$ cat config.mk
export PLATFORM = sky130hd
export DESIGN_NAME = sorb_report_builder
export DESIGN_NICKNAME = d
export VERILOG_FILES = /design/src/sorb_pkg.sv /design/src/sorb_cmd_catalog.sv /design/src/sorb_report_builder.sv
export VERILOG_INCLUDE_DIRS = /design/src
export SDC_FILE = /design/constraint.sdc
export NUM_CORES = 1
export LEC_CHECK = 0
export BUFFER_PORTS_ARGS = -buffer_cell sky130_fd_sc_hd__clkbuf_2
export CAP_MARGIN = 20
export CORE_UTILIZATION = 60
export DETAILED_ROUTE_END_ITERATION = 8
export MAX_ROUTING_LAYER = met4
export PLACE_DENSITY = 0.79
export RECOVER_POWER = 100
export SLEW_MARGIN = 5
export SYNTH_ARGS = -nofsm -noshare
export SYNTH_HDL_FRONTEND = slang
export SYNTH_SLANG_ARGS = --single-unit
$ cat constraint.sdc
create_clock -name CLK -period 13.33 [get_ports CLK]
set_input_delay 2.666 -clock CLK [delete_from_list [all_inputs] [get_ports CLK]]
set_output_delay 2.666 -clock CLK [all_outputs]
set_load 0.05 [all_outputs]
$ cat src/sorb_defs.svh
// Purpose: constants of the supported opcode report builder
// Assumes: included by the package and the builder; guarded
// Notes:   byte offsets are within the unit being sent
`ifndef SORB_DEFS_SVH
`define SORB_DEFS_SVH
`define SORB_NUM_CMDS   4'h5
`define SORB_HDR_LEN    8'h04
`define SORB_DESC_LEN   8'h08
`define SORB_TO_LEN     8'h0c
`define SORB_TO_DLEN    8'h0a
`define SORB_OPT_ALL    3'h0
`define SORB_OPT_OP     3'h1
`define SORB_OPT_OPSA   3'h2
`define SORB_OPT_OPSAZ  3'h3
`define SORB_SUP_NA     3'h0
`define SORB_SUP_NO     3'h1
`define SORB_SUP_STD    3'h3
`define SORB_SUP_VEND   3'h5
`define SORB_D_OPCODE   8'h00
`define SORB_D_SA_HI    8'h02
`define SORB_D_SA_LO    8'h03
`define SORB_D_FLAGS    8'h05
`define SORB_D_LEN_LO   8'h07
`define SORB_D_TO       8'h08
`define SORB_O_FLAGS    8'h01
`define SORB_O_SIZE_LO  8'h03
`define SORB_O_USAGE    8'h04
`define SORB_T_LEN_LO   8'h01
`define SORB_T_CSPEC    8'h03
`define SORB_T_NOM      8'h04
`define SORB_T_REC      8'h08
`endif

$ cat src/sorb_pkg.sv
// Purpose: types of the supported opcode report builder
// Assumes: sorb_defs.svh holds every number but the state codes and field widths
// Notes:   builder state is one packed struct, sorb_regs_t
package sorb_pkg;
`include "sorb_defs.svh"

    typedef enum logic [2:0]
    {
        SORB_IDLE = 3'b001,
        SORB_SCAN = 3'b010,
        SORB_SEND = 3'b100
    } sorb_state_t;

    typedef struct packed
    {
        sorb_state_t state;
        logic        full;
        logic [2:0]  option;
        logic [7:0]  opcode;
        logic [15:0] sa;
        logic [31:0] alloc;
        logic [3:0]  idx;
        logic [7:0]  off;
        logic        hdr;
        logic [15:0] total;
        logic [31:0] limit;
        logic [31:0] sent;
        logic [2:0]  support;
        logic [7:0]  data;
        logic        valid;
        logic        last;
        logic        done;
        logic        illegal;
    } sorb_regs_t;
endpackage

$ cat src/sorb_cmd_catalog.sv
// Purpose: constant catalogue of supported commands
// Assumes: index beyond the last entry reads all zero
// Notes:   usage maps are written CDB byte 0 first
`timescale 1ns/1ns
module sorb_cmd_catalog
    import sorb_pkg::*;
(
    input  wire logic [3:0]   idx,
    output logic      [7:0]   opcode,
    output logic              has_sa,
    output logic      [15:0]  sa,
    output logic      [7:0]   sa_pos,
    output logic      [7:0]   cdb_len,
    output logic              timeouts_present_flag,
    output logic              vendor,
    output logic      [127:0] usage,
    output logic      [7:0]   cspec,
    output logic      [31:0]  nominal,
    output logic      [31:0]  recommended
);

    // ****************************************************
    // Catalogue lookup
    // ****************************************************
    // One entry per opcode/SA pair; reserved fields are zero in maps
    always_comb
    begin
        opcode      = 8'h00;
        has_sa      = 1'b0;
        sa          = 16'h0000;
        sa_pos      = 8'h00;
        cdb_len     = 8'h00;
        timeouts_present_flag = 1'b0;
        vendor      = 1'b0;
        usage       = 128'h0;
        cspec       = 8'h00;
        nominal     = 32'h0000_0000;
        recommended = 32'h0000_0000;
        case (idx)
            4'h0:
            begin
                opcode  = 8'h00;
                cdb_len = 8'h06;
                usage   = 128'h00_00_00_00_00_07_00_00_00_00_00_00_00_00_00_00;
            end
            4'h1:
            begin
                opcode      = 8'h12;
                cdb_len     = 8'h06;
                timeouts_present_flag = 1'b1;
                usage       = 128'h00_01_ff_ff_ff_07_00_00_00_00_00_00_00_00_00_00;
                nominal     = 32'h0000_0001;
                recommended = 32'h0000_0005;
            end
            4'h2:
            begin
                opcode  = 8'h28;
                cdb_len = 8'h0a;
                usage   = 128'h00_fe_ff_ff_ff_ff_1f_ff_ff_07_00_00_00_00_00_00;
            end
            4'h3:
            begin
                opcode      = 8'ha3;
                has_sa      = 1'b1;
                sa          = 16'h000c;
                sa_pos      = 8'h01;
                cdb_len     = 8'h0c;
                timeouts_present_flag = 1'b1;
                usage       = 128'h00_00_87_ff_ff_ff_ff_ff_ff_ff_00_07_00_00_00_00;
                nominal     = 32'h0000_0002;
                recommended = 32'h0000_000a;
            end
            4'h4:
            begin
                opcode  = 8'hc1;
                cdb_len = 8'h06;
                vendor  = 1'b1;
                usage   = 128'h00_00_ff_ff_00_07_00_00_00_00_00_00_00_00_00_00;
            end
            default:
            begin
                opcode = 8'h00;
            end
        endcase
    end

endmodule // sorb_cmd_catalog

$ cat src/sorb_report_builder.sv
// Purpose: streams supported-opcode parameter data bytewise
// Assumes: request and stream partners share CLK
// Notes:   one request at a time; REQ_READY shows idle
`timescale 1ns/1ns
`include "sorb_defs.svh"
module sorb_report_builder
    import sorb_pkg::*;
(
    input  wire logic        CLK,
    input  wire logic        RST,
    input  wire logic        REQ_VALID,
    output logic             REQ_READY,
    input  wire logic [2:0]  REQ_OPTION,
    input  wire logic [7:0]  REQ_OPCODE,
    input  wire logic [15:0] REQ_SA,
    input  wire logic [31:0] REQ_ALLOC,
    input  wire logic        CATALOG_READY,
    output logic             REQ_ILLEGAL,
    output logic             RESP_DONE,
    output logic [7:0]       TX_DATA,
    output logic             TX_VALID,
    output logic             TX_LAST,
    input  wire logic        TX_READY
);

    sorb_regs_t    r_reg;
    sorb_regs_t    r_next;
    logic [7:0]    cat_opcode;
    logic          cat_has_sa;
    logic [15:0]   cat_sa;
    logic [7:0]    cat_sa_pos;
    logic [7:0]    cat_len;
    logic          cat_timeouts_present_flag;
    logic          cat_vendor;
    logic [127:0]  cat_usage;
    logic [7:0]    cat_cspec;
    logic [31:0]   cat_nominal;
    logic [31:0]   cat_rec;
    logic [7:0]    dlen;
    logic          match;
    logic          bad_form;
    logic          ok;
    logic [15:0]   one_total;
    logic [7:0]    cur_byte;

    // ****************************************************
    // Catalogue
    // ****************************************************
    sorb_cmd_catalog u_catalog
    (
        .idx         (r_reg.idx),
        .opcode      (cat_opcode),
        .has_sa      (cat_has_sa),
        .sa          (cat_sa),
        .sa_pos      (cat_sa_pos),
        .cdb_len     (cat_len),
        .timeouts_present_flag (cat_timeouts_present_flag),
        .vendor      (cat_vendor),
        .usage       (cat_usage),
        .cspec       (cat_cspec),
        .nominal     (cat_nominal),
        .recommended (cat_rec)
    );

    // ****************************************************
    // Entry helpers
    // ****************************************************
    // Descriptor grows by the timeouts block only when present
    assign dlen = cat_timeouts_present_flag ? (`SORB_DESC_LEN + `SORB_TO_LEN)
                           : `SORB_DESC_LEN;

    // Option 001b ignores SA; 010b on a plain opcode matches so it is refused
    assign match = (cat_opcode == r_reg.opcode) &&
                   ((r_reg.option == `SORB_OPT_OP) ||
                    (cat_has_sa ? (cat_sa == r_reg.sa)
                                : ((r_reg.option == `SORB_OPT_OPSA) || (r_reg.sa == 16'h0000))));

    // Option/opcode kind mismatches are refused outright
    assign bad_form = ((r_reg.option == `SORB_OPT_OP) && cat_has_sa) ||
                      ((r_reg.option == `SORB_OPT_OPSA) && !cat_has_sa);

    // Only a supported entry exposes fields beyond byte 1
    assign ok = (r_reg.support == `SORB_SUP_STD) ||
                (r_reg.support == `SORB_SUP_VEND);

    // Size, usage and optional timeouts behind the 4-byte head
    assign one_total = 16'(`SORB_HDR_LEN) + 16'(cat_len) +
                       (cat_timeouts_present_flag ? 16'(`SORB_TO_LEN) : 16'h0000);

    // ****************************************************
    // Byte formatting
    // ****************************************************
    // Byte t of the timeouts descriptor, words MSB first
    function automatic logic [7:0] to_byte(input logic [7:0] t);
        logic [7:0] b;
        b = 8'h00;
        if (t == `SORB_T_LEN_LO)
            b = `SORB_TO_DLEN;
        else if (t == `SORB_T_CSPEC)
            b = cat_cspec;
        else if (t >= `SORB_T_NOM && t < `SORB_T_REC)
            b = 8'(cat_nominal >> {(`SORB_T_NOM + 8'h03 - t), 3'b000});
        else if (t >= `SORB_T_REC && t < `SORB_TO_LEN)
            b = 8'(cat_rec >> {(`SORB_T_REC + 8'h03 - t), 3'b000});
        return b;
    endfunction

    // Usage byte k: opcode first, SA in its CDB slot, else map
    function automatic logic [7:0] usage_byte(input logic [7:0] k);
        logic [7:0] b;
        b = 8'(cat_usage >> {(8'h0f - k), 3'b000});
        if (k == 8'h00)
            b = cat_opcode;
        else if (cat_has_sa && k == cat_sa_pos)
            b = b | cat_sa[7:0];
        return b;
    endfunction

    // Byte that goes out at the current position
    always_comb
    begin
        cur_byte = 8'h00;
        if (r_reg.full && r_reg.hdr)
        begin
            // Length counts the bytes after the header
            cur_byte = 8'({16'h0000, r_reg.total - 16'(`SORB_HDR_LEN)}
                          >> {(8'h03 - r_reg.off), 3'b000});
        end
        else if (r_reg.full)
        begin
            if (r_reg.off == `SORB_D_OPCODE)
                cur_byte = cat_opcode;
            else if (r_reg.off == `SORB_D_SA_HI)
                cur_byte = cat_has_sa ? cat_sa[15:8] : 8'h00;
            else if (r_reg.off == `SORB_D_SA_LO)
                cur_byte = cat_has_sa ? cat_sa[7:0] : 8'h00;
            else if (r_reg.off == `SORB_D_FLAGS)
                cur_byte = {6'h00, cat_timeouts_present_flag, cat_has_sa};
            else if (r_reg.off == `SORB_D_LEN_LO)
                cur_byte = cat_len;
            else if (r_reg.off >= `SORB_D_TO)
                cur_byte = to_byte(r_reg.off - `SORB_D_TO);
        end
        else
        begin
            if (r_reg.off == `SORB_O_FLAGS)
                cur_byte = {ok & cat_timeouts_present_flag, 4'h0, r_reg.support};
            else if (r_reg.off == `SORB_O_SIZE_LO)
                cur_byte = ok ? cat_len : 8'h00;
            else if (r_reg.off >= `SORB_O_USAGE &&
                     r_reg.off < `SORB_O_USAGE + cat_len)
                cur_byte = usage_byte(r_reg.off - `SORB_O_USAGE);
            else if (r_reg.off >= `SORB_O_USAGE + cat_len)
                cur_byte = to_byte(r_reg.off - `SORB_O_USAGE - cat_len);
        end
    end

    // ****************************************************
    // Sequencer
    // ****************************************************
    // Search or size the answer, then stream it out bytewise
    always_comb
    begin
        r_next         = r_reg;
        r_next.done    = 1'b0;
        r_next.illegal = 1'b0;
        case (r_reg.state)
            SORB_IDLE:
            begin
                if (REQ_VALID)
                begin
                    r_next.option = REQ_OPTION;
                    r_next.opcode = REQ_OPCODE;
                    r_next.sa     = REQ_SA;
                    r_next.alloc  = REQ_ALLOC;
                    r_next.idx    = 4'h0;
                    r_next.off    = 8'h00;
                    r_next.sent   = 32'h0000_0000;
                    r_next.total  = 16'(`SORB_HDR_LEN);
                    r_next.valid  = 1'b0;
                    r_next.last   = 1'b0;
                    r_next.hdr    = 1'b0;
                    r_next.full   = (REQ_OPTION == `SORB_OPT_ALL);
                    if (REQ_OPTION == `SORB_OPT_ALL)
                        r_next.state = SORB_SCAN;
                    else if (REQ_OPTION > `SORB_OPT_OPSAZ)
                        r_next.illegal = 1'b1;
                    else if (!CATALOG_READY)
                    begin
                        // Nothing valid after byte 1 yet
                        r_next.support = `SORB_SUP_NA;
                        r_next.idx     = `SORB_NUM_CMDS;
                        r_next.limit   = (REQ_ALLOC < 32'(`SORB_HDR_LEN)) ?
                                         REQ_ALLOC : 32'(`SORB_HDR_LEN);
                        r_next.state   = SORB_SEND;
                    end
                    else
                        r_next.state = SORB_SCAN;
                end
            end
            SORB_SCAN:
            begin
                if (r_reg.full)
                begin
                    if (r_reg.idx == `SORB_NUM_CMDS)
                    begin
                        r_next.hdr   = 1'b1;
                        r_next.off   = 8'h00;
                        r_next.limit = (r_reg.alloc < {16'h0000, r_reg.total}) ?
                                       r_reg.alloc : {16'h0000, r_reg.total};
                        r_next.state = SORB_SEND;
                    end
                    else
                    begin
                        // One descriptor per catalogue entry
                        r_next.total = r_reg.total + 16'(dlen);
                        r_next.idx   = r_reg.idx + 4'h1;
                    end
                end
                else if (r_reg.idx == `SORB_NUM_CMDS)
                begin
                    r_next.support = `SORB_SUP_NO;
                    r_next.limit   = (r_reg.alloc < 32'(`SORB_HDR_LEN)) ?
                                     r_reg.alloc : 32'(`SORB_HDR_LEN);
                    r_next.state   = SORB_SEND;
                end
                else if (match && bad_form)
                begin
                    r_next.illegal = 1'b1;
                    r_next.state   = SORB_IDLE;
                end
                else if (match)
                begin
                    r_next.support = cat_vendor ? `SORB_SUP_VEND
                                                : `SORB_SUP_STD;
                    r_next.total   = one_total;
                    r_next.limit   = (r_reg.alloc < {16'h0000, one_total}) ?
                                     r_reg.alloc : {16'h0000, one_total};
                    r_next.state   = SORB_SEND;
                end
                else
                    r_next.idx = r_reg.idx + 4'h1;
            end
            SORB_SEND:
            begin
                if (!r_reg.valid || TX_READY)
                begin
                    if (r_reg.sent < r_reg.limit)
                    begin
                        r_next.data  = cur_byte;
                        r_next.valid = 1'b1;
                        r_next.last  = (r_reg.sent + 32'h1 == r_reg.limit);
                        r_next.sent  = r_reg.sent + 32'h1;
                        r_next.off   = r_reg.off + 8'h01;
                        if (r_reg.full && r_reg.hdr &&
                            r_reg.off == `SORB_HDR_LEN - 8'h01)
                        begin
                            r_next.hdr = 1'b0;
                            r_next.off = 8'h00;
                            r_next.idx = 4'h0;
                        end
                        else if (r_reg.full && !r_reg.hdr &&
                                 r_reg.off == dlen - 8'h01)
                        begin
                            r_next.off = 8'h00;
                            r_next.idx = r_reg.idx + 4'h1;
                        end
                    end
                    else
                    begin
                        r_next.valid = 1'b0;
                        r_next.last  = 1'b0;
                        r_next.done  = 1'b1;
                        r_next.state = SORB_IDLE;
                    end
                end
            end
            default:
            begin
                r_next.state = SORB_IDLE;
            end
        endcase
    end

    // ****************************************************
    // State register
    // ****************************************************
    // Async reset to constants only
    always_ff @(posedge CLK or posedge RST)
    begin
        if (RST)
        begin
            r_reg       <= '0;
            r_reg.state <= SORB_IDLE;
        end
        else
            r_reg <= r_next;
    end

    // ****************************************************
    // Outputs
    // ****************************************************
    assign REQ_READY   = (r_reg.state == SORB_IDLE);
    assign REQ_ILLEGAL = r_reg.illegal;
    assign RESP_DONE   = r_reg.done;
    assign TX_DATA     = r_reg.data;
    assign TX_VALID    = r_reg.valid;
    assign TX_LAST     = r_reg.last;

endmodule // sorb_report_builder

# Word level (Yosys, flattened, before mapping)

Cells that the tools add are included.
Widths: inputs -> output; s select.

Register bits after elaboration: 171
Bits of input ports: 64
Output and inout bits: 13
Logic and storage cells: 258

$add $sub $neg: 18
$lt $le $gt $ge: 18
Eq/ne operators: 47
Shift operators: 6
Mux-type cells: 106
Bitwise logic cells: 2
Reduce and logical (&&, ||, !) cells: 43

Operators by type and width:

| cell                  | count |
|---|---|
| $pmux 120 s5          | 1 |
| $mux 32               | 11 |
| $mux 8                | 25 |
| $mux 159              | 1 |
| $mux 48               | 3 |
| $shr 128x11->8        | 1 |
| $shr 32x11->8         | 4 |
| $pmux 48 s2           | 1 |
| $mux 3                | 22 |
| $lt 32x3->1 const B   | 2 |
| $pmux 32 s2           | 1 |
| $pmux 13 s3           | 1 |
| $add 32x1->32 const B | 1 |
| $eq 32x32->1          | 1 |
| $eq 8x2->1 const B    | 4 |
| $lt 32x10->1          | 1 |
| $lt 32x16->1          | 1 |
| $lt 32x32->1          | 1 |
| $lt 8x4->1 const B    | 4 |
| $mux 16               | 2 |
| $pmux 8 s4            | 1 |
| $mux 4                | 7 |
| $mux 13               | 2 |
| $eq 8x1->1 const B    | 3 |
| 63 further kinds      | 139 |

# Longest topological paths before layout

Gate-level depths: netlist of run 1.

Word-level depth: 16
Depth in mapped cells: 19
Gate-level depth less buffers: 18

# Hierarchy

Synthesis of run 1 repeated with hierarchy kept, for this count alone.

Cell total of the unflattened synthesis: 2,144
Area, all modules: 17,789.6 um2

Modules (own cells, without submodules):

| module              | instances | cells an instance | area each (um2) |
|---|---|---|---|
| sorb_report_builder | 1         | 1,885             | 15,876.5 |
| sorb_cmd_catalog    | 1         | 259               | 1,913.1 |

# Worst setup path before layout of run 1

No wires, ideal clock.

Path kind: input to register
From: input port TX_READY
To: register r_reg[38] (netlist bit)
Setup time: 110 ps
Arrival: 4,067 ps
Path slack: 9,153 ps
Stages: 7
Path buffers: 2
Path through: o32ai_4 -> nor3_1 -> nand2_1 -> or3_1 -> buf_2 -> buf_2 -> o41ai_1

Longest elaborated chain between the ends: 3

RTL lines:

| element                           | RTL line                   | RTL |
|---|---|---|
| from (decl)                       | sorb_report_builder.sv:23  | `input wire logic TX_READY` |
| $logic_or 1x1->1                  | sorb_report_builder.sv:246 | `if (!r_reg.valid \|\| TX_READY)` |
| $ne 2x2->1 (no source line)       | --                         |  |
| $reduce_and 4->1 (no source line) | --                         |  |
| to (signal assigned)              | sorb_report_builder.sv:297 | `r_reg <= r_next;` |
| to (decl)                         | sorb_report_builder.sv:26  | `sorb_regs_t r_reg;` |

Every way passes these cells.
A chain may end at the register's enable or synchronous reset.

==> results summary, run 1 <==
The first-pass GRT wire length came out at roughly 57,000 um. The maximum level of the CTS H-tree came out at 4. The number of synthesis warnings came out at 0. The final clock skew came out at around 17 ps. The commonest non-fill, non-tap cell in the layout is sky130_fd_sc_hd__dfrtp_1. In this run the cell area of the synthesized design comes to ~13,000 sq um. At the worst endpoint, the required time is 13,190 ps.

The fraction of the cycle the final worst path needs came out at a little over half. The routed length per instance came out at 19.4 um. At the end of the flow, the number of nets in the layout was roughly 1,600. The port buffer count came out at 76.

Across every metal layer, demand over resource in global routing totals between 30% and 40%. The cell count after synthesis came out at approximately 1,500. The number of violations of the max-capacitance limit is 6. The maximum number of buffers from clock root to sink came out at 2. The initial core utilization is 61.4%. The highest clock rate came out at around 140 MHz. The number of global-route vias before repair is 11,000. The shortest period the worst path allows is about 7100 ps. The setup slack after layout came out at ~6300 ps. The number of different library cells in the post-synthesis netlist is 96. The destination of the worst register-to-register timing path is r_reg[48]$_DFFE_PP0P_. The count of standard-cell rows came out at 53. The TritonCTS clock tree is done.

The average vias per placed instance is ~6.4. The count of state elements after synthesis came out at 170. Summed over all layers, the global routing overflow is 0. Setup total negative slack on the finished layout was measured at 0 ps. The number of synthesized flops with an enable pin is 0. The final-layout worst hold slack came out at roughly 490 ps. For this block, the initial DRC count from the detailed router was 990. The nature of the critical path endpoint is an asynchronous set/reset pin. The sequential fraction of the synthesis area came out at approximately 33%. The number of buffers created by CTS came out at 17.

The fraction of registers with async set/reset is 100%. Setup violations remaining at the end of the flow were counted as 0. The width of the chip came out at 149 um. The setup slack after placement came out at ~8400 ps. The power per cell area is 162 nW/um^2.

In this run the most critical hold path is launched from TX_DATA[6]$_DFFE_PP0P_. A synthesized cell averages between 8 and 9 sq um. The tree is rooted in a sky130_fd_sc_hd__clkbuf_16.

Following the worst setup path forward leads to its endpoint at r_reg[105]$_DFFE_PP0P_. The number of buffers inserted for hold repair after clock tree synthesis is 0. The kind of start point of the critical path is an input pin.

The critical register-to-register path startpoint is r_reg[168]$_DFFE_PP1P_. The slew at the pin with the worst max-slew slack came out at roughly 3500 ps. Leaving out fill and tap cells, the most frequent cells in the layout are 169 x sky130_fd_sc_hd__dfrtp_1, 129 x sky130_fd_sc_hd__o21ai_0, 125 x sky130_fd_sc_hd__nand2_1, 104 x sky130_fd_sc_hd__nor2_1, 94 x sky130_fd_sc_hd__ha_1.

Setup repair after global routing left no endpoint under its margin. The highest fanout seen on the critical path is 69. Data arrives at the worst endpoint at roughly 7000 ps.

After clock tree synthesis, the setup repair step added 0 buffers. The worst reg-to-reg setup slack is about 7500 ps. The die span in y is roughly 150 um. The checks that failed: max-capacitance violations, max-slew violations. Ranked by total cell area, the synthesized netlist is headed by sky130_fd_sc_hd__dfrtp_1 33%, sky130_fd_sc_hd__ha_1 9.1%, sky130_fd_sc_hd__mux2_2 5.1%.

The biggest area contributor in the post-synthesis netlist is sky130_fd_sc_hd__dfrtp_1. In this run the worst setup path begins at RST. The final hold violation count came out at 0. After floorplanning, the core was sized to cover around 21,000 sq um. After clock tree synthesis, the repair step resized 0 gates.

The post-synth net total is approximately 1,600. The share of the synthesized area in the top cell type came out at between 30 and 40%. The final RePlAce weighted congestion is approximately 0.99. In the routed design, unresolved DRC markers number 0. The top-level port count is 77.

The later pin in the worst-skew pair is clocked with a latency of 450 ps. Clock tree synthesis found a total of 170 sinks. The number of antenna violations at the first check in global routing is 1. The signed area change from the synthesized netlist to the final layout is 7.01%.

The post-detailed-placement half-perimeter wirelength is approximately 25,000 um. The setup path with the least slack is of type input pin to asynchronous set/reset pin. The layout cell share with drive strength beyond 1 came out at around 13%. The total number of vias came out at 11,300. The maximum number of pins on one net before global-route repair is 70. The dominant synthesized flop cell is sky130_fd_sc_hd__dfrtp_1.

The detailed-routing iteration count for the pre-antenna-repair pass is 5. Fill cells in the final layout number 1,727. After clock tree synthesis, the clock-pin slew on the worst setup and hold paths is about 70 ps.

The die covers ~22,000 sq um. The final antenna-violating net count is 0. Counting cells, the worst reg-to-reg path comes to 8. The number of max-slew violations in the final report came out at about 350. The flow ran to the end, but the final reports show violations.

The min-delay analysis places its worst path in the category flop to flop. The total detailed-routing wirelength is approximately 34,000 um. The register with the most flip-flops in the layout has roughly 160 of them. The worst pin sits at a relative slew slack of -133%. The leakage power total is between 5 and 6 nW. The worst IR drop on VDD came out at 0.141 mV.
[routing by layer]
layer	track usage, %	part of all wire (%)
met1	44.5	45
met2	52.8	47
met3	4.72	5.7
met4	11.9	2.6
met5	-	0
[power by group]
| group | total (W) | internal [W] | leakage, nW | switching, W |
|---|---|---|---|---|
| logic | 0.000941 | 0.000367 | 3.38 | 0.000573 |
| registers | 0.000761 | 0.000635 | 2.23 | 0.000127 |
| clock network | 0.000532 | 0.000276 | 0.310 | 0.000256 |
| total | 0.00223 | 0.00128 | 5.92 | 0.000956 |
[Yosys cell counts (16+ instances only)]
cell type / count
sky130_fd_sc_hd__a21o_1: 16
sky130_fd_sc_hd__a21oi_1: 76
sky130_fd_sc_hd__and2_1: 30
sky130_fd_sc_hd__buf_2: 25
sky130_fd_sc_hd__clkbuf_1: 34
sky130_fd_sc_hd__dfrtp_1: 169
sky130_fd_sc_hd__ha_1: 94
sky130_fd_sc_hd__inv_1: 88
sky130_fd_sc_hd__mux2_2: 58
sky130_fd_sc_hd__mux2i_1: 18
sky130_fd_sc_hd__nand2_1: 125
sky130_fd_sc_hd__nand2b_1: 17
sky130_fd_sc_hd__nand3_1: 33
sky130_fd_sc_hd__nand4_1: 31
sky130_fd_sc_hd__nor2_1: 104
sky130_fd_sc_hd__nor3_1: 31
sky130_fd_sc_hd__nor4_1: 29
sky130_fd_sc_hd__o211ai_1: 18
sky130_fd_sc_hd__o21ai_0: 120
sky130_fd_sc_hd__o31ai_1: 32
sky130_fd_sc_hd__xnor2_1: 46
sky130_fd_sc_hd__xor2_1: 17
[worst min-delay path by stage]
stage	end	slack [ps]	cells after the start
2_1_floorplan	r_reg[56]$_DFFE_PP0P_	450	2
6_report	TX_DATA[6]$_DFFE_PP0P_	490	2
3_3_place_gp	r_reg[56]$_DFFE_PP0P_	460	2
3_5_place_dp	TX_DATA[7]$_DFFE_PP0P_	480	1
4_1_cts	TX_DATA[3]$_DFFE_PP0P_	500	2
5_1_grt	r_reg[151]$_DFFE_PP0P_	520	1
[logic make-up after synthesis]
logic type / count (synthesis) / synth area share, %
and+or+nand+nor: 492 / 20.1
buffers and inverters: 173 / 6.00
xor gates and xnor gates: 64 / 4.40
muxes: 77 / 6.55
DFF: 170 / 33.0
AOI/OAI and AO/OA: 394 / 20.3
adders and majority gates: 97 / 9.58
[critical path: stages]
cell	delay, ps
sky130_fd_sc_hd__clkbuf_2	90
sky130_fd_sc_hd__clkinvlp_2	1760
sky130_fd_sc_hd__clkbuf_1	2300
[final cells by class]
type,count,area [sq um],share of cell area (%)
antenna,1,2.50,0.0181
clock inverter,15,215,1.56
multi-input combinational,1124,7820,56.6
inverter,90,339,2.46
sequential,170,4260,30.8
tap,275,344,2.49
clock buffer,17,425,3.08
timing repair buffer,84,403,2.92
[stage by stage]
step,power (W),cells,utilization (%),instance area [sq um]
after floorplan,0.00146,1467,-,12900
after global placement,0.00166,1743,63.1,13300
after detailed placement,0.00170,1743,63.1,13300
after CTS,0.00224,1775,66.2,13900
after global routing,0.00237,1776,65.7,13800
final,0.00223,1776,65.7,13800
No activity file was read; power rests on OpenSTA's default activity.
==> run 2, diff against run 1 <==
- clock period: 13.33 -> 7.2 ns (I/O delays scaled with it)
==> run 2 against run 1 <==
The run still ends with max-capacitance violations, max-slew violations left; non-clock buffer count grew 3; combinational power increased by 90%; clock skew rose by 6.5 ps; cell area is 0.37% higher; register-to-register slack worse by 6000 ps; clock-buffer cell count stayed put.
==> results summary, run 2 (synthesis gave the netlist of run 1 again) <==
The first-iteration detailed-routing DRC count came out at 1,140 (+15%). The maximum number of pins on one net before global-route repair came to 70 (unchanged). The setup slack after placement came out at 2400 ps (-5980 ps).

In this run the most used layer during global routing was met2. The number of buffers created by CTS came out at 17 (unchanged). The final hold violation count is 0 (unchanged). The part of the total power dissipated in sequential elements came out at 33.4% (-0.7 points). STA classifies the critical path startpoint as a flop.

The first-pass GRT wire length is 57,700 um (+1.1%). The worst slew margin relative to its limit is -135% (-1.3 points). The number of nets in the final layout came out at 1,651 (+0.18%). The signed area change from the synthesized netlist to the final layout is 7.41%.

The setup slack after layout came out at 1490 ps (-4780 ps). The routed length per instance is 20.1 um (+3.7%). The post-detailed-placement cell area is 13,300 sq um (+0.11%). The worst IR drop on VDD came out at 0.218 mV (+55%).

The highest fanout seen on the critical path came out at 69 (unchanged). The met1 usage in global routing came out at 46.8% (+2.2 points). The core region area is 21,000 sq um (unchanged).

The final RePlAce weighted congestion came to 0.965 (-2.8%). The critical path goes through or3b_2, inv_1, and2_2, clkbuf_1, a221oi_4, clkbuf_2, a311o_1, a2bb2oi_1. The utilization after layout came to 65.9% (+0.24 points). The cell-internal power is 0.00237 W (+86%).

TritonCTS built the clock tree. The final clock skew was 23.9 ps (+6.47 ps). The met2 routing resource usage after global routing came out at 52.4% (-0.40 points). The die span in y came out at 149 um (unchanged).

The data arrival time of the worst path is 6000 ps (-910 ps). The shortest period the worst path allows is between 5000 and 6000 ps. The highest clock rate came out at 175 MHz.

The power per cell area came out at 302 nW/um^2 (+87%). Setup repair after global routing left no endpoint under its margin. The checks that failed: max-capacitance violations, max-slew violations.

Leaving out fill and tap cells, the most frequent cell in the layout is sky130_fd_sc_hd__dfrtp_1. The nature of the critical path endpoint is a flop. The total setup violations reported at the end of the flow is 0 (unchanged). The number of global-route vias before repair is 11,100 (+0.88%). The later-pin clock latency in the skew report is 450 ps (about the same).

The flow ran to the end, but the final reports show violations. The number of buffers inserted by post-CTS setup repair was 0 (unchanged). The maximum number of buffers from clock root to sink is 2 (unchanged). The final critical path takes up 79.2% of the cycle. The number of clock sinks seen by CTS is 170 (unchanged). The number of max-slew violations in the final report came out at 239 (-32%). The post-detailed-placement half-perimeter wirelength came out at 26,100 um (+3.5%).

The number of antenna diodes is 0 (-1). The initial core utilization is 61.4% (unchanged). The maximum level of the CTS H-tree is 4 (unchanged). The root buffer selected by CTS is sky130_fd_sc_hd__clkbuf_16. The relative contribution of combinational cells to total power came out at 42.8% (+0.7 points). The average vias per placed instance is 6.45 (+1.1%). The final antenna-violating net count is 0 (unchanged). The detailed-routing iteration count for the pre-antenna-repair pass is 5 (unchanged). The overall power consumption is 0.00419 W (+87%). The critical path required time came out at 7490 ps (-5700 ps).

The number of antenna violations at the first check in global routing is 0 (-1). The residual DRC count is 0 (unchanged). The switching component of the power came out at 0.00181 W (+90%). The port buffer count is 76 (unchanged). The slew at the pin with the worst max-slew slack was 3520 ps (+20.2 ps).

The total global-route track usage came out at 34.5% (+0.82 points). In the layout the commonest cells are 169 x sky130_fd_sc_hd__dfrtp_1, 129 x sky130_fd_sc_hd__o21ai_0, 125 x sky130_fd_sc_hd__nand2_1, 105 x sky130_fd_sc_hd__nor2_1, 94 x sky130_fd_sc_hd__ha_1. The total non-filler cell area in the finished layout came out at 13,900 sq um (+0.37%).

The final setup TNS is 0 ps (unchanged). In this run the worst hold path is classified as flop to flop. The number of flip-flops under the largest register name is 158 (unchanged). The number of violations of the max-capacitance limit came out at 4 (-2). The count of standard-cell rows came out at 53 (unchanged). The width of the chip came out at 149 um (unchanged). The top-level port count is 77 (unchanged). The post-cts repair resize count was 0 (unchanged). The highest cell delay on the worst timing path came out at 2450 ps (+150 ps). The layout cell share with drive strength beyond 1 came out at 12.8% (+0.31 points). The largest individual stage delay along the critical path comes from the cell sky130_fd_sc_hd__clkbuf_1.

The worst setup path is of the flop to flop kind. The leakage power total came out at 5.95 nW (+0.58%). The die area is 22,100 sq um (unchanged). The total detailed-routing wirelength is 35,800 um (+3.8%). The number of buffers inserted for hold repair after clock tree synthesis came to 0 (unchanged).

The total number of vias is 11,500 (+1.2%). The remaining global-route overflow came out at 0 (unchanged). The part of the power in the clock network came out at 23.9% (about the same).

The met3 usage in global routing is 5.25% (+0.52 points). The switching power as a share of total power is 43.3% (+0.50 points). The clock edge transition at the registers on the reported setup and hold paths is 90 ps (+20 ps).
run 2: cell type report:
cell class                 instances  area, sq um
multi-input combinational       1124         7830
fill                            1732         7170
sequential                       170         4260
timing repair buffer              87          437
clock buffer                      17          425
tap                              275          344
inverter                          90          339
clock inverter                    15          225
run 2: power groups by stage:
stage,clock network (W),registers [W],logic (W)
floorplan,0,0.00134,0.00137
global placement,0,0.00139,0.00174
detailed placement,0,0.00141,0.00177
CTS,0.00101,0.00139,0.00178
global route,0.00105,0.00142,0.00197
finish,0.00100,0.00140,0.00179
run 2: per-layer routing:
layer / share of wire, % / vias to the layer above
met4: 3.0 / 0
li1: - / 5377
met5: 0 / -
met3: 7.0 / 85
met1: 45 / 5474
met2: 45 / 531
run 2: critical path: cells and delay by family, from the launching register on:
kind	cells	cell delay, ps
compound gates	3	710
buf+inv	3	3380
flops	1	640
simple gates	2	770
run 2: path summary, 6_finish.rpt:
kind,startpoint,end,slack [ps],cells past startpoint
setup reg to reg,r_reg[168]$_DFFE_PP1P_,r_reg[48]$_DFFE_PP0P_,1490,8
setup / recovery,r_reg[168]$_DFFE_PP1P_,r_reg[48]$_DFFE_PP0P_,1490,8
hold reg to reg,TX_DATA[4]$_DFFE_PP0P_,TX_DATA[4]$_DFFE_PP0P_,490,2
max in group asynchronous,RST,r_reg[19]$_DFFE_PP0P_,1890,3
hold / removal,TX_DATA[4]$_DFFE_PP0P_,TX_DATA[4]$_DFFE_PP0P_,490,2
min in group asynchronous,RST,TX_DATA[3]$_DFFE_PP0P_,1750,2
run 2: per-stage QoR:
step / cells / hold WS, ps
2_1_floorplan: 1467 / 447
3_3_place_gp: 1745 / 470
3_5_place_dp: 1745 / 479
4_1_cts: 1777 / 496
5_1_grt: 1778 / 506
6_report: 1778 / 486
==> run 3, diff against run 2 <==
- CORE_UTILIZATION: 60 -> 57
- PLACE_DENSITY: 0.79 -> 0.78
- clock period: 7.2 -> 5.1 ns (I/O delays scaled with it)
==> run 3 against run 2 <==
The flow finishes with violations (design-rule violations, max-capacitance violations, max-slew violations); clock power rose by 39%; sequential share of layout area is essentially flat; global-route usage decreased by 1.2 points; highest routed layer unchanged; critical endpoint is now TX_DATA[0]$_DFFE_PP0P_; register-to-register slack worse by 1100 ps; total power increased by 41%; largest cell class unchanged; largest power group unchanged; combinational power increased by 41%; clock skew is 5.3 ps lower.
==> results summary, run 3 (synthesis gave the netlist of run 1 again) <==
The signed area change from the synthesized netlist to the final layout is 7.56%. The number of antenna violations at the first check in global routing is 0 (unchanged). The residual DRC count is 4 (+4). The number of buffers inserted for hold repair after clock tree synthesis was 0 (unchanged). The flow ran to the end, but the final reports show violations. The average vias per placed instance came to 6.40 (-0.82%). The worst reg-to-reg setup slack came out at 410 ps (-1080 ps). In this run the worst setup path terminates at TX_DATA[0]$_DFFE_PP0P_. The data arrival time of the worst path came out at 5050 ps (-950 ps).

The critical path required time came out at 5460 ps (-2030 ps). The worst slew margin relative to its limit came out at -57.9% (+77 points). The number of antenna diodes is 0 (unchanged).

The total setup violations reported at the end of the flow is 0 (unchanged). The final hold violation count came out at 0 (unchanged). The part of the power in the clock network is 23.6% (-0.3 points). The first-iteration detailed-routing DRC count is 1,071 (-6.1%). The die span in y is 152 um (+2.6%).

In this run the worst setup path begins at r_reg[105]$_DFFE_PP0P_. The slew at the pin with the worst max-slew slack is 2370 ps (-1150 ps). The switching component of the power is 0.00258 W (+42%). The later-pin clock latency in the skew report is 450 ps (about the same). The worst IR drop on VDD came out at 0.326 mV (+49%). In the layout the commonest cells are 169 x sky130_fd_sc_hd__dfrtp_1, 130 x sky130_fd_sc_hd__o21ai_0, 125 x sky130_fd_sc_hd__nand2_1, 104 x sky130_fd_sc_hd__nor2_1, 94 x sky130_fd_sc_hd__ha_1. The relative contribution of combinational cells to total power came out at 42.8% (about the same).

The library cell used most frequently in the layout, excluding fill and tap cells, is sky130_fd_sc_hd__dfrtp_1. The detailed-routing iteration count for the pre-antenna-repair pass is 9 (+4). The worst setup path is captured at a flop. The routed length per instance came out at 20.5 um (+1.9%).

The final RePlAce weighted congestion is 1.02 (+6.0%). The fraction of the cycle the final worst path needs came out at 91.9% (+13 points). The number of nets in the final layout is 1,657 (+0.36%). In this run the critical register-to-register path is launched from r_reg[105]$_DFFE_PP0P_.

The total number of vias is 11,400 (-0.21%). The highest fanout seen on the critical path was 11 (-84%). The remaining global-route overflow is 0 (unchanged). The worst setup path is of the flop to flop kind. The maximum level of the CTS H-tree came out at 4 (unchanged). The number of global-route vias before repair is 10,900 (-1.9%). The worst hold path belongs to the class flop to flop. Setup repair after global routing left no endpoint under its margin.

The maximum number of buffers from clock root to sink is 2 (unchanged). The port buffer count is 76 (unchanged). The cell-internal power is 0.00331 W (+39%). The initial core utilization is 58.6% (-2.8 points). The number of flip-flops under the largest register name came to 158 (unchanged).

The part of the total power dissipated in sequential elements was 33.7% (+0.3 points). The count of standard-cell rows is 54 (+1.9%). The depth of the worst hold-timing path came to 2 (unchanged).

The switching power as a share of total power is 43.8% (+0.50 points). TritonCTS built the clock tree. The core region area is 22,000 sq um (+4.8%).

The number of buffers inserted by post-CTS setup repair is 0 (unchanged). The overall power consumption was 0.00589 W (+41%). The width of the chip came out at 152 um (+2.6%). The number of buffers created by CTS came to 17 (unchanged).

The power per cell area is 424 nW/um^2 (+40%). The final reports fail on design-rule violations, max-capacitance violations, max-slew violations. The total global-route track usage came out at 33.3% (-1.2 points). The die area is 23,200 sq um (+5.2%). The number of clock sinks seen by CTS is 170 (unchanged). The highest clock rate came out at 213 MHz (+22%).

The post-detailed-placement half-perimeter wirelength came out at 26,700 um (+2.4%). The worst setup path is launched from a flop. The root buffer selected by CTS is sky130_fd_sc_hd__clkbuf_16.

The length in cells of the worst reg-to-reg path came out at 18 (+10). The final clock skew came out at 18.6 ps (-5.27 ps). The maximum number of pins on one net before global-route repair came out at 171 (+140%). The post-cts repair resize count was 0 (unchanged). The number of max-slew violations in the final report came out at 269 (+13%). The leakage power total is 5.97 nW (+0.38%). The clock edge transition at the registers on the reported setup and hold paths came out at 90 ps (about the same).

The first-pass GRT wire length was 59,600 um (+3.3%). The destination of the worst register-to-register timing path is TX_DATA[0]$_DFFE_PP0P_. The layout cell share with drive strength beyond 1 was 13.2% (+0.35 points). The top-level port count is 77 (unchanged). The shortest period the worst path allows came out at 4690 ps (-1020 ps). The final antenna-violating net count came out at 0 (unchanged). The final setup TNS came out at 0 ps (unchanged). The number of violations of the max-capacitance limit was 3 (-1).

The total detailed-routing wirelength is 36,700 um (+2.5%). The count of fill cells added during filler insertion was 1,910 (+10%).
## run 3: cell count changes in the layout (fill, tap and decap cells not counted), sizes merged
cell	delta
buf	+6
bufinv	-1
clkbuf	+1
clkinv	-1
inv	+1
## run 3: final cells by class
type                       instances  area (sq um)  area share (%)
multi-input combinational       1124          7810            56.3
timing repair buffer              93           482            3.47
sequential                       170          4260            30.7
tap                              280           350            2.53
clock inverter                    14           195            1.41
inverter                          90           339            2.44
clock buffer                      18           439            3.17
## run 3: metrics by stage
| stage | hold WS, ps | setup slack, ps | instances | utilization, % | cell area, sq um |
|---|---|---|---|---|---|
| 2_1_floorplan | 447 | 977 | 1467 | - | 12900 |
| 4_1_cts | 493 | 470 | 1789 | 63.5 | 14000 |
| 5_1_grt | 521 | 135 | 1789 | 63.0 | 13900 |
| 3_5_place_dp | 476 | 520 | 1757 | 60.6 | 13300 |
| 6_report | 484 | 414 | 1789 | 63.0 | 13900 |
| 3_3_place_gp | 465 | 621 | 1757 | 60.6 | 13300 |
## run 3: power groups by stage
stage	clock, W	sequential, W	combinational [W]
after floorplan	0	0.00189	0.00193
after global placement	0	0.00198	0.00248
after detailed placement	0	0.00200	0.00253
after CTS	0.00140	0.00197	0.00254
after global routing	0.00145	0.00202	0.00278
final	0.00139	0.00198	0.00252
## run 3: worst min-delay path by stage
stage                     slack (ps)                   start                      to
after CTS                        490  TX_DATA[3]$_DFFE_PP0P_  TX_DATA[3]$_DFFE_PP0P_
final                            480  TX_DATA[3]$_DFFE_PP0P_  TX_DATA[3]$_DFFE_PP0P_
after global placement           470   r_reg[56]$_DFFE_PP0P_   r_reg[56]$_DFFE_PP0P_
after detailed placement         480  TX_DATA[3]$_DFFE_PP0P_  TX_DATA[3]$_DFFE_PP0P_
after floorplan                  450   r_reg[56]$_DFFE_PP0P_   r_reg[56]$_DFFE_PP0P_
after global routing             520   r_reg[56]$_DFFE_PP0P_   r_reg[56]$_DFFE_PP0P_
## run 3: worst max-delay path: stages (launching register included)
cell	delay, ps
sky130_fd_sc_hd__dfrtp_1	430
sky130_fd_sc_hd__inv_1	100
sky130_fd_sc_hd__ha_1	360
sky130_fd_sc_hd__o21bai_1	150
sky130_fd_sc_hd__a21o_1	270
sky130_fd_sc_hd__inv_1	80
sky130_fd_sc_hd__ha_1	150
sky130_fd_sc_hd__inv_1	50
sky130_fd_sc_hd__fa_1	410
sky130_fd_sc_hd__xnor2_1	390
sky130_fd_sc_hd__inv_1	160
sky130_fd_sc_hd__ha_1	310
sky130_fd_sc_hd__nor4b_1	230
sky130_fd_sc_hd__nand2_1	110
sky130_fd_sc_hd__o21ai_0	310
sky130_fd_sc_hd__or4b_1	480
sky130_fd_sc_hd__a221o_1	310
sky130_fd_sc_hd__a21o_1	190
sky130_fd_sc_hd__a2bb2oi_1	120
## run 3: per-layer routing
layer | vias to the layer above | wire (um) | track usage [%] | part of all wire [%]
met2 | 480 | 16800 | 51.5 | 46
met4 | 0 | 578 | 7.22 | 1.6
li1 | 5391 | - | - | -
met3 | 50 | 2560 | 4.21 | 7.0
met5 | - | 0 | - | 0
met1 | 5522 | 16700 | 47.0 | 46
